## src/i2c_slave_map.svh

```systemverilog
`ifndef I2C_SLAVE_MAP_SVH
`define I2C_SLAVE_MAP_SVH

// Seven-bit calling address answered by this slave.
`define SLAVE_ADDR 7'h33
// Value of the direction bit that asks the slave to transmit.
`define RW_READ 1'b1
// Count value on the eighth bit of a byte.
`define LAST_BIT 4'h7
// Count loaded at START, so that the clock fall that ends the START is not taken as a bit.
`define ADDR_SKIP 4'hF
// Width of the clock-stretch counter.
`define HOLD_W 4

// Local clock period and the serial clock rate that the slave must keep up with.
`define CLK_PERIOD_NS 10
`define BUS_MAX_KHZ 100
// Least time the slave holds the serial clock low after each byte that the slave acknowledges.
`define HOLD_NS 80
// Least time rounds up to whole clock cycles.
`define HOLD_CYC ((`HOLD_NS + `CLK_PERIOD_NS - 1) / `CLK_PERIOD_NS)

// Idle level of both lines, and the reset value of the sampling chain.
`define LINE_IDLE 1'b1

`endif

```

## src/i2c_slave_pkg.sv

```systemverilog
`default_nettype none

package i2c_slave_pkg;

    // Gray codes along the write path; on the read path ST_ADDR_ACK to ST_TX changes three bits.
    typedef enum logic [3:0] {
        ST_IDLE     = 4'h0,
        ST_ADDR     = 4'h1,
        ST_ADDR_ACK = 4'h3,
        ST_REG_RX   = 4'h2,
        ST_REG_ACK  = 4'h6,
        ST_DATA_RX  = 4'h7,
        ST_DATA_ACK = 4'h5,
        ST_TX       = 4'h4,
        ST_TX_ACK   = 4'hC,
        ST_WAIT     = 4'hD
    } slave_state_t;

endpackage : i2c_slave_pkg

`default_nettype wire

```

## src/i2c_line_if.sv

```systemverilog
`timescale 1ns/1ns
`default_nettype none

interface i2c_line_if;
    logic scl;
    logic sda;
    logic scl_rise;
    logic scl_fall;
    logic start_det;
    logic stop_det;

    modport sampler (
        output scl,
        output sda,
        output scl_rise,
        output scl_fall,
        output start_det,
        output stop_det
    );

    modport core (
        input scl,
        input sda,
        input scl_rise,
        input scl_fall,
        input start_det,
        input stop_det
    );
endinterface : i2c_line_if

`default_nettype wire

```

## src/i2c_line_sampler.sv

```systemverilog
`timescale 1ns/1ns
`default_nettype none

`include "i2c_slave_map.svh"

module i2c_line_sampler (
    input wire logic mclk,
    input wire logic rst_n,
    input wire logic scl_in,
    input wire logic sda_in,
    i2c_line_if.sampler ln
);
    import i2c_slave_pkg::*;

    logic [1:0] pin;
    logic [1:0] filt;
    logic [1:0] prev;

    assign pin = {sda_in, scl_in};

    // Both lines come from the far side; a change counts once the second and third stages agree.
    for (genvar i = 0; i < 2; i++) begin : g_line
        logic s1_r;
        logic s2_r;
        logic s3_r;
        logic filt_r;
        logic prev_r;
        logic filt_nxt;

        always_comb begin
            filt_nxt = (s2_r == s3_r) ? s3_r : filt_r;
        end

        always_ff @(posedge mclk or negedge rst_n) begin
            if (!rst_n) begin
                s1_r <= `LINE_IDLE;
                s2_r <= `LINE_IDLE;
                s3_r <= `LINE_IDLE;
                filt_r <= `LINE_IDLE;
                prev_r <= `LINE_IDLE;
            end else begin
                s1_r <= pin[i];
                s2_r <= s1_r;
                s3_r <= s2_r;
                filt_r <= filt_nxt;
                prev_r <= filt_r;
            end
        end

        assign filt[i] = filt_r;
        assign prev[i] = prev_r;
    end

    // At 100 MHz a 100 kHz bus gives hundreds of samples per phase, so no edge is missed.
    assign ln.scl = filt[0];
    assign ln.sda = filt[1];
    assign ln.scl_rise = filt[0] & ~prev[0];
    assign ln.scl_fall = ~filt[0] & prev[0];
    assign ln.start_det = filt[0] & prev[0] & prev[1] & ~filt[1];
    assign ln.stop_det = filt[0] & prev[0] & ~prev[1] & filt[1];

endmodule : i2c_line_sampler

`default_nettype wire

```

## src/i2c_register_access_slave.sv

```systemverilog
`timescale 1ns/1ns
`default_nettype none

`include "i2c_slave_map.svh"

module i2c_register_access_slave (
    input wire logic mclk,
    input wire logic rst_n,
    input wire logic scl_in,
    output logic scl_out,
    output logic scl_oe,
    input wire logic sda_in,
    output logic sda_out,
    output logic sda_oe,
    output logic [7:0] reg_addr,
    output logic [7:0] reg_wdata,
    output logic reg_wr,
    input wire logic [7:0] reg_rdata
);
    import i2c_slave_pkg::*;

    localparam logic [`HOLD_W-1:0] HOLD_LOAD = `HOLD_W'(`HOLD_CYC);

    i2c_line_if ln ();

    i2c_line_sampler u_sampler (
        .mclk(mclk),
        .rst_n(rst_n),
        .scl_in(scl_in),
        .sda_in(sda_in),
        .ln(ln)
    );

    slave_state_t st_r;
    slave_state_t st_nxt;
    logic [3:0] cnt_r;
    logic [3:0] cnt_nxt;
    logic [7:0] sh_r;
    logic [7:0] sh_nxt;
    logic rw_r;
    logic rw_nxt;
    logic sda_oe_r;
    logic sda_oe_nxt;
    logic scl_oe_r;
    logic scl_oe_nxt;
    logic [`HOLD_W-1:0] hold_r;
    logic [`HOLD_W-1:0] hold_nxt;
    logic [7:0] reg_addr_r;
    logic [7:0] reg_addr_nxt;
    logic [7:0] reg_wdata_r;
    logic [7:0] reg_wdata_nxt;
    logic reg_wr_r;
    logic reg_wr_nxt;
    logic drive_low_r;
    logic bus_event;

    function automatic logic is_rx(input slave_state_t s);
        is_rx = (s == ST_ADDR) || (s == ST_REG_RX) || (s == ST_DATA_RX);
    endfunction : is_rx

    // Start and stop outrank any clock edge seen in the same cycle.
    assign bus_event = ln.start_det | ln.stop_det;

    always_comb begin
        st_nxt = st_r;
        cnt_nxt = cnt_r;
        sh_nxt = sh_r;
        rw_nxt = rw_r;
        sda_oe_nxt = sda_oe_r;
        // The stretch counter runs down by itself; only an acknowledged ninth clock reloads it.
        hold_nxt = (hold_r != '0) ? hold_r - `HOLD_W'(1) : hold_r;
        reg_addr_nxt = reg_addr_r;
        reg_wdata_nxt = reg_wdata_r;
        reg_wr_nxt = 1'b0;
        if (ln.stop_det) begin
            st_nxt = ST_IDLE;
            sda_oe_nxt = 1'b0;
            hold_nxt = '0;
        end else if (ln.start_det) begin
            st_nxt = ST_ADDR;
            // The master pulls the clock low once after every START, and that fall carries no bit.
            // The count therefore starts one step early, and that fall only wraps it to zero.
            cnt_nxt = `ADDR_SKIP;
            sda_oe_nxt = 1'b0;
            hold_nxt = '0;
        end else if (ln.scl_fall) begin
            if (is_rx(st_r)) begin
                sh_nxt = {sh_r[6:0], ln.sda};
                cnt_nxt = cnt_r + 4'h1;
                if (cnt_r == `LAST_BIT) begin
                    cnt_nxt = 4'h0;
                    if (st_r == ST_ADDR) begin
                        if (sh_r[6:0] == `SLAVE_ADDR) begin
                            st_nxt = ST_ADDR_ACK;
                            rw_nxt = ln.sda;
                            sda_oe_nxt = 1'b1;
                        end else begin
                            st_nxt = ST_WAIT;
                        end
                    end else if (st_r == ST_REG_RX) begin
                        st_nxt = ST_REG_ACK;
                        sda_oe_nxt = 1'b1;
                    end else begin
                        st_nxt = ST_DATA_ACK;
                        sda_oe_nxt = 1'b1;
                    end
                end
            end else if (st_r == ST_ADDR_ACK) begin
                hold_nxt = HOLD_LOAD;
                if (rw_r == `RW_READ) begin
                    st_nxt = ST_TX;
                    sh_nxt = reg_rdata;
                    sda_oe_nxt = ~reg_rdata[7];
                end else begin
                    st_nxt = ST_REG_RX;
                    sda_oe_nxt = 1'b0;
                end
            end else if (st_r == ST_REG_ACK) begin
                hold_nxt = HOLD_LOAD;
                st_nxt = ST_DATA_RX;
                sda_oe_nxt = 1'b0;
                reg_addr_nxt = sh_r;
            end else if (st_r == ST_DATA_ACK) begin
                hold_nxt = HOLD_LOAD;
                st_nxt = ST_WAIT;
                sda_oe_nxt = 1'b0;
                reg_wdata_nxt = sh_r;
                reg_wr_nxt = 1'b1;
            end else if (st_r == ST_TX) begin
                cnt_nxt = cnt_r + 4'h1;
                if (cnt_r == `LAST_BIT) begin
                    cnt_nxt = 4'h0;
                    st_nxt = ST_TX_ACK;
                    sda_oe_nxt = 1'b0;
                end else begin
                    sh_nxt = {sh_r[6:0], 1'b0};
                    sda_oe_nxt = ~sh_r[6];
                end
            end else if (st_r == ST_TX_ACK) begin
                // Only one byte per transaction, so an acknowledge from the master ends it too.
                st_nxt = ST_WAIT;
                sda_oe_nxt = 1'b0;
            end
        end
        // Holding the clock after each byte the slave acknowledges gives the register file time to settle.
        scl_oe_nxt = (hold_nxt != '0);
    end

    always_ff @(posedge mclk or negedge rst_n) begin
        if (!rst_n) begin
            st_r <= ST_IDLE;
            cnt_r <= 4'h0;
            sh_r <= 8'h00;
            rw_r <= 1'b0;
            sda_oe_r <= 1'b0;
            scl_oe_r <= 1'b0;
            hold_r <= '0;
            reg_addr_r <= 8'h00;
            reg_wdata_r <= 8'h00;
            reg_wr_r <= 1'b0;
            drive_low_r <= 1'b0;
        end else begin
            st_r <= st_nxt;
            cnt_r <= cnt_nxt;
            sh_r <= sh_nxt;
            rw_r <= rw_nxt;
            sda_oe_r <= sda_oe_nxt;
            scl_oe_r <= scl_oe_nxt;
            hold_r <= hold_nxt;
            reg_addr_r <= reg_addr_nxt;
            reg_wdata_r <= reg_wdata_nxt;
            reg_wr_r <= reg_wr_nxt;
            drive_low_r <= 1'b0;
        end
    end

    // Open-drain pins: the output level is always low and only the enable moves.
    assign scl_out = drive_low_r;
    assign sda_out = drive_low_r;
    assign scl_oe = scl_oe_r;
    assign sda_oe = sda_oe_r;
    assign reg_addr = reg_addr_r;
    assign reg_wdata = reg_wdata_r;
    assign reg_wr = reg_wr_r;
endmodule : i2c_register_access_slave

`default_nettype wire

```

## config.mk

```make
export PLATFORM = sky130hd
export DESIGN_NAME = i2c_register_access_slave
export DESIGN_NICKNAME = d
export VERILOG_FILES = /design/src/i2c_slave_pkg.sv /design/src/i2c_line_if.sv /design/src/i2c_line_sampler.sv /design/src/i2c_register_access_slave.sv
export VERILOG_INCLUDE_DIRS = /design/src /design/src/src
export SDC_FILE = /design/constraint.sdc
export NUM_CORES = 1
export LEC_CHECK = 0
export BUFFER_PORTS_ARGS = -buffer_cell sky130_fd_sc_hd__buf_2
export CAP_MARGIN = 25
export CORE_AREA = 2 2 74 76
export DETAILED_ROUTE_END_ITERATION = 10
export DIE_AREA = 0 0 76 78
export PLACE_DENSITY = 0.84
export SYNTH_ARGS = -nofsm -noshare
export SYNTH_HDL_FRONTEND = slang
export SYNTH_SLANG_ARGS = --single-unit
```

## constraint.sdc

```tcl
create_clock -name mclk -period 1.76 [get_ports mclk]
set_input_delay 0.352 -clock mclk [delete_from_list [all_inputs] [get_ports mclk]]
set_output_delay 0.352 -clock mclk [all_outputs]
set_load 0.01 [all_outputs]
```

==> results list, run 1 <==
- Worst slew pin tran: 0.504 ns
- Dividing the detail-routed wire length by the instance count gives 15.9 um.
* Portion of the post-synthesis area used by sequential elements: 48.3%
- After clock tree synthesis, the clock-pin slew on the worst setup and hold paths is 0.10 ns.
- Met1 layer usage reported by global route: 24.5%
* Pre-CTS WS: 0.00138 ns
- The H-tree was split into 2 levels.
- For this design the static power due to leakage is 1.55 nW.
- In this run, post-CTS hold repair placed 0 buffers.
- Once routing completed, OpenROAD measured the worst setup slack at -0.0293 ns.
* Die extent in x: 76 um
* DIE AREA: 5930 um2
* CTS sink count: 50
- Die extent in y: 78 um
* Number of max-capacitance violations reported: 0
- Vias in the first global route: 1905
- Clock latency on the worst-skew pair, taken at its later pin, is 0.31 ns.
* FILL cells: 393
* Prevailing post-synth register cell: sky130_fd_sc_hd__dfrtp_1
- Area overhead of the layout relative to synthesis: 23.5%
- Starting DRT DRC Count: 96
* Clock period minus worst slack: 1.79 ns
* Initial antenna violation count: 0
* Worst setup EP type: flop
* Maximum vdd ir drop: 0.674 mV
- P per Cell Area: 1340 nW/um2
- Once the floorplan was initialized, standard cells occupied 51.9% of the core.
* Number of DRC violations after detailed routing: 0
- Count of different cell masters after synthesis: 57
* Vias after detailed routing: 1885
* Maximum number of pins on one net before global-route repair: 25
- Standard-cell rows: 26
* Maximum count of clock buffers along a single path: 2
* Layer with the highest usage: met2
- Last weighted congestion value of the routability-driven placer: 0.900
- 33 I/O pins were placed.
* Ys async rst share: 100%
- Data required time of the worst path: 1.96 ns
* Fraction of final layout cells sized beyond drive strength 1: 50.0%
- Area of the placeable core: 5040 um2
- Fraction of the core area covered by cells at the end of the flow: 64.1%
- During synthesis, Yosys emitted a total of 0 warnings.
- Residual overflow from global routing: 0
- TritonCTS built the clock tree.
- Critical Path Source Type: flop
* Failing checks: negative hold slack, negative setup slack
* Final Skew: 0.00520 ns
* Hold_ws: -0.00462 ns
* Sum of negative setup slack: -0.136 ns
- Number of clock buffers inserted by TritonCTS: 5
- Worst max-slew margin expressed relative to the limit: 66.4%
* Critical path arrival: 1.99 ns
* IO Port Bufs: 30
- Area of the mapped netlist: 2620 um2
- Number of cells produced by synthesis: 216
- Highest Clock Rate: 0.559 GHz
- Overall routing resource usage: 19.4%
* Fraction of the cycle the final worst path needs: 102%
- The count of endpoints failing hold in the final timing report came to 9.
- Setup violations remaining at the end of the flow were counted as 9.
- Yosys mapped a number of flops with a built-in enable equal to 0.
- Routed Wire Length: 5.49 mm
- Number of max-slew violations in the final report: 0
- DP HPWL: 3.95 mm
- 0 antenna diodes ended up in the layout.
* Maximum fanout count along the critical path: 8
- Iteration count of the initial detailed-routing pass: 4
- After synthesis the netlist holds a flip-flop and latch count of 50.
- Avg Synthesized Cell Area: 12.1 um2
- Wire length of the first global-routing pass: 9.11 mm
- Remaining antenna violation count: 0
- RSZ-0062 raised after global routing: true
- After the last flow step, the layout net total stands at 289.
- After detailed routing, the number of vias per cell comes to 5.45.
- For this run, global-route usage on met2 was measured as 33.3%.
- Clock tree synthesis selected as its root buffer the cell sky130_fd_sc_hd__clkbuf_8.
* Class of the most critical hold timing path: in -> async
* Path type of the worst setup path: reg -> reg
- Met3 layer usage reported by global route: 4.07%
* Run status: finished, violations left
==> placed cells by master (no fill, tap or decap), types with 7 or more instances in the layout <==
cell	count
sky130_fd_sc_hd__nand2_1	9
sky130_fd_sc_hd__dfstp_2	10
sky130_fd_sc_hd__mux2_4	9
sky130_fd_sc_hd__buf_4	28
sky130_fd_sc_hd__dfrtp_1	36
sky130_fd_sc_hd__o21ai_0	7
sky130_fd_sc_hd__nor2_1	9
sky130_fd_sc_hd__a21oi_1	7
sky130_fd_sc_hd__mux2_2	24
sky130_fd_sc_hd__buf_2	30
sky130_fd_sc_hd__inv_1	7
==> worst max-delay path, stage by stage, from the launching register on <==
cell                       delay (ns)
sky130_fd_sc_hd__dfrtp_2         0.47
sky130_fd_sc_hd__buf_4           0.16
sky130_fd_sc_hd__maj3_2          0.30
sky130_fd_sc_hd__o2111a_2        0.30
sky130_fd_sc_hd__buf_12          0.15
sky130_fd_sc_hd__mux2_4          0.30
==> state kept, by name, indices dropped and copies added, names as in the netlist, 4 cells and up <==
signal	flops
cnt_r	4
st_r	4
reg_wdata	8
hold_r	4
sh_r	8
reg_addr	8
==> area by class of cell <==
cell class,instances,area (um2),share of cell area [%]
clock buffer,5,68.8,2.13
clock inverter,3,43.8,1.36
inverter,8,30.0,0.929
multi-input combinational,146,1280,39.6
sequential,50,1270,39.3
tap,70,87.6,2.71
timing repair buffer,64,454,14.1
==> worst paths after layout <==
kind                                                from                        to  slack [ns]  depth (start not counted)
worst max register to register                   st_r[0]                   sh_r[7]       -0.03                          5
max in group asynchronous                          rst_n                   st_r[3]        1.16                          2
worst max-delay path                             st_r[0]                   sh_r[7]       -0.03                          5
worst min-delay path                               rst_n               reg_addr[6]      -0.005                          1
min in group mclk                                 scl_in  u_sampler.g_line[0].s1_r        0.13                          1
worst min register to register  u_sampler.g_line[0].s1_r  u_sampler.g_line[0].s2_r        0.36                          0
==> synthesized netlist by cell type (all sizes together) (2+ instances only) <==
| cell | n | area (um2) |
|---|---|---|
| a211oi | 2 | 20.0 |
| buf | 13 | 101 |
| nor4b | 3 | 32.5 |
| mux2i | 5 | 50.1 |
| a22oi | 2 | 15.0 |
| nand2 | 10 | 40.0 |
| nand3 | 2 | 10.0 |
| a21oi | 7 | 35.0 |
| o21bai | 2 | 15.0 |
| and2 | 2 | 12.5 |
| inv | 8 | 30.0 |
| o22ai | 2 | 12.5 |
| mux2 | 33 | 405 |
| maj3 | 3 | 31.3 |
| a31oi | 5 | 31.3 |
| o211a | 2 | 20.0 |
| ha | 2 | 25.0 |
| o21ai | 7 | 35.0 |
| xnor2 | 2 | 17.5 |
| nand3b | 5 | 37.5 |
| nor3 | 6 | 46.3 |
| dfrtp | 40 | 1000 |
| o21a | 2 | 15.0 |
| nor2b | 6 | 45.0 |
| nor2 | 9 | 33.8 |
| a311oi | 2 | 23.8 |
| o32ai | 2 | 17.5 |
| and3 | 5 | 31.3 |
| dfstp | 10 | 263 |
==> where the power goes <==
part           internal, mW  switching, mW
clock network         0.426          0.407
logic                  1.01          0.865
registers              1.38          0.240
total                  2.82           1.51
==> kinds of logic after synthesis <==
logic type	after synthesis	share of synthesized area, %
other cells	1	0.143
compound gates	43	11.9
buf+inv	21	5.02
mux	38	17.4
xor+xnor	4	1.87
flops	50	48.3
fa+ha+maj	5	2.15
simple gates	54	13.2
==> through the flow <==
stage / instance area (um2) / instances / total power, mW / hold WS, ns
after floorplan: 2620 / 217 / 2.85 / 0.0564
after global placement: 3020 / 334 / 3.26 / 0.333
after detailed placement: 3020 / 334 / 3.32 / 0.343
after CTS: 3140 / 342 / 4.17 / 0.00439
after global routing: 3230 / 346 / 4.60 / 0.0205
final: 3230 / 346 / 4.33 / -0.00462
==> layer usage <==
| metal | share of wire, % | wire, um |
|---|---|---|
| met5 | 0 | 0 |
| met4 | 1.3 | 69 |
| met3 | 3.7 | 204 |
| met2 | 51 | 2810 |
| met1 | 44 | 2410 |
==> what timing repair did <==
item,CTS,global route
setup buffers,0,4
pin swaps,1,4
hold endpoints to repair,0,0
setup endpoints to repair,10,14
gates resized for setup,3,14
Power figures use the tool's default switching activity.
==> run 2: changes to the inputs <==
Settings changed: CORE_AREA 2 2 74 76 to 4 4 76 78, DIE_AREA 0 0 76 78 to 0 0 80 82, PLACE_DENSITY 0.84 to 0.76.
==> results list, run 2 (synthesis results as in run 1) <==
- Row generation in the floorplan step produced 26 rows.
* Failing checks: negative setup slack
- Maximum number of pins on one net before global-route repair: 30
- The library cell used most frequently in the layout, excluding fill and tap cells, is sky130_fd_sc_hd__dfrtp_1.
- The tool flagged a number of max-cap violations equal to 0.
- Number of cells in the design after placement: 340
- Critical Path Source Type: flop
- The worst setup path is of the reg -> reg kind.
* Wire length of the first global-routing pass: 9.61 mm
* Via/cell ratio: 5.58
- For this design the top-level I/O count stands at 33.
* Final layout net count: 297
- In the global route stage, overall resource usage came out at 19.1%.
- Htree depth: 2
- N_diodes: 0
- Clock root cell: sky130_fd_sc_hd__clkbuf_8
- Detailed placement ended at an HPWL of 4.09 mm.
- Final Skew: 0.00737 ns
- The worst register-to-register path has a setup slack of -0.02 ns.
* Remaining antenna violation count: 0
- Wire length per cell: 16.8 um
- Number of max-slew violations in the final report: 0
- The clock net in this run drives a total of 50 sinks.
- Data on the critical path arrives at its endpoint at 1.98 ns.
* FILL cells: 379
* Vias in the first global route: 2011
* Worst slew pin tran: 0.531 ns
- Routability-driven placement finished with a final weighted congestion of 0.905.
- Area overhead of the layout relative to synthesis: 26.7%
* Leakage power: 1.59 nW
* Final cell area excluding filler cells: 3320 um2
- Commonest non-fill, non-tap cells in the layout: sky130_fd_sc_hd__dfrtp_1 (38), sky130_fd_sc_hd__buf_4 (36), sky130_fd_sc_hd__buf_2 (30), sky130_fd_sc_hd__mux2_2 (24), sky130_fd_sc_hd__dfstp_2 (10)
* Worst max-slew margin expressed relative to the limit: 64.6%
- Hold_ws: 0.0196 ns
- Area of the placeable core: 5070 um2
- Highest Clock Rate: 0.562 GHz
- Class of the most critical hold timing path: in -> async
* DIE AREA: 6560 um2
- Clock period minus worst slack: 1.78 ns
* Fraction of the cycle the final worst path needs: 101%
- Residual overflow from global routing: 0
- Summing all placed instances gives a cell area of 3060 um2.
* Vias after detailed routing: 1975
- For this run, design rule violations remaining after detail routing come to 0.
- Initial core utilization: 51.6%
* Routed Wire Length: 5.95 mm
- Power spread over the standard cell area amounts to 1350 nW/um2.
* Pre-CTS WS: -0.00602 ns
- Worst setup margin: -0.0181 ns
- Number of clock buffers inserted by TritonCTS: 5
- IR analysis of the VDD net gives a maximum drop of 0.973 mV.
- CTS Hold Bufs: 0
* Fraction of final layout cells sized beyond drive strength 1: 51.8%
- Before antenna repair, the detailed router went through 4 iterations.
- Of all nets on the critical path, the largest fanout is 6.
- Clock-pin slew was measured on the worst setup and hold paths at 0.10 ns.
* Initial antenna violation count: 0
- RSZ-0062 raised after global routing: true
* Non-filler cells, final: 354
* Worst setup EP type: flop
* Run status: finished, violations left
- Die extent in x: 80 um
* Final hold violation count: 0
- Setup violations remaining at the end of the flow were counted as 3.
* Power Total: 4.49 mW
* IO Port Bufs: 30
* Clock network latency to the later pin of the worst-skew pair: 0.31 ns
* Maximum count of clock buffers along a single path: 2
- Data on the critical path is required at its endpoint by 1.97 ns.
* Starting DRT DRC Count: 107
- Die extent in y: 82 um
* CTS tree: built
[run 2: cell types whose count changed in the layout (fill, tap and decap cells not counted), sizes merged]
cell	before	now
buf	64	72
clkinv	1	0
clkinvlp	0	1
[run 2: routing by layer]
| metal | vias to the layer above | global-route usage, % | share of wire (%) |
|---|---|---|---|
| li1 | 923 | - | - |
| met1 | 972 | 23.6 | 41 |
| met2 | 69 | 32.9 | 52 |
| met3 | 11 | 3.95 | 5.5 |
| met4 | 0 | 7.43 | 1.9 |
| met5 | - | 0 | 0 |
[run 2: final timing paths]
kind	start	end	depth (start not counted)
min in group mclk	sda_in	u_sampler.g_line[1].s1_r	1
hold / removal	rst_n	st_r[0]	1
max in group asynchronous	rst_n	hold_r[1]	2
setup reg to reg	st_r[1]	st_r[0]	7
setup / recovery	st_r[1]	st_r[0]	7
hold reg to reg	u_sampler.g_line[1].s1_r	u_sampler.g_line[1].s2_r	0
[run 2: layout make-up]
| type | instances | area, um2 | area share [%] |
|---|---|---|---|
| Tap cell | 70 | 87.6 | 2.64 |
| Timing Repair Buffer | 72 | 514 | 15.5 |
| Clock inverter | 3 | 48.8 | 1.47 |
| Clock buffer | 5 | 68.8 | 2.08 |
| Multi-Input combinational cell | 146 | 1300 | 39.2 |
| Inverter | 8 | 30.0 | 0.906 |
| Sequential cell | 50 | 1270 | 38.2 |
[run 2: critical path: stages, from the launching register on]
cell                        delay (ns)
sky130_fd_sc_hd__dfrtp_2          0.46
sky130_fd_sc_hd__buf_4            0.15
sky130_fd_sc_hd__buf_4            0.13
sky130_fd_sc_hd__nand3b_1         0.18
sky130_fd_sc_hd__buf_6            0.14
sky130_fd_sc_hd__o2111ai_2        0.11
sky130_fd_sc_hd__and3_4           0.23
sky130_fd_sc_hd__a311oi_2         0.28
[run 2: repair_timing]
action	in CTS	in global routing
resized for setup	6	12
endpoints found under the setup margin	10	15
gates cloned	0	0
pin swaps	1	7
buffers inserted	2	4
hold endpoints to repair	0	0
[run 2: power breakdown]
part / internal (mW) / leakage (nW) / switching, mW
Sequential: 1.37 / 0.633 / 0.223
Clock: 0.433 / 0.0563 / 0.403
Combinational: 1.12 / 0.905 / 0.942
[run 2: through the flow]
step / TNS [ns] / utilization (%)
2_1_floorplan: 0 / -
3_3_place_gp: 0 / 60.4
3_5_place_dp: -0.00602 / 60.4
4_1_cts: -0.000163 / 63.3
5_1_grt: -0.418 / 65.3
6_report: -0.0341 / 65.3
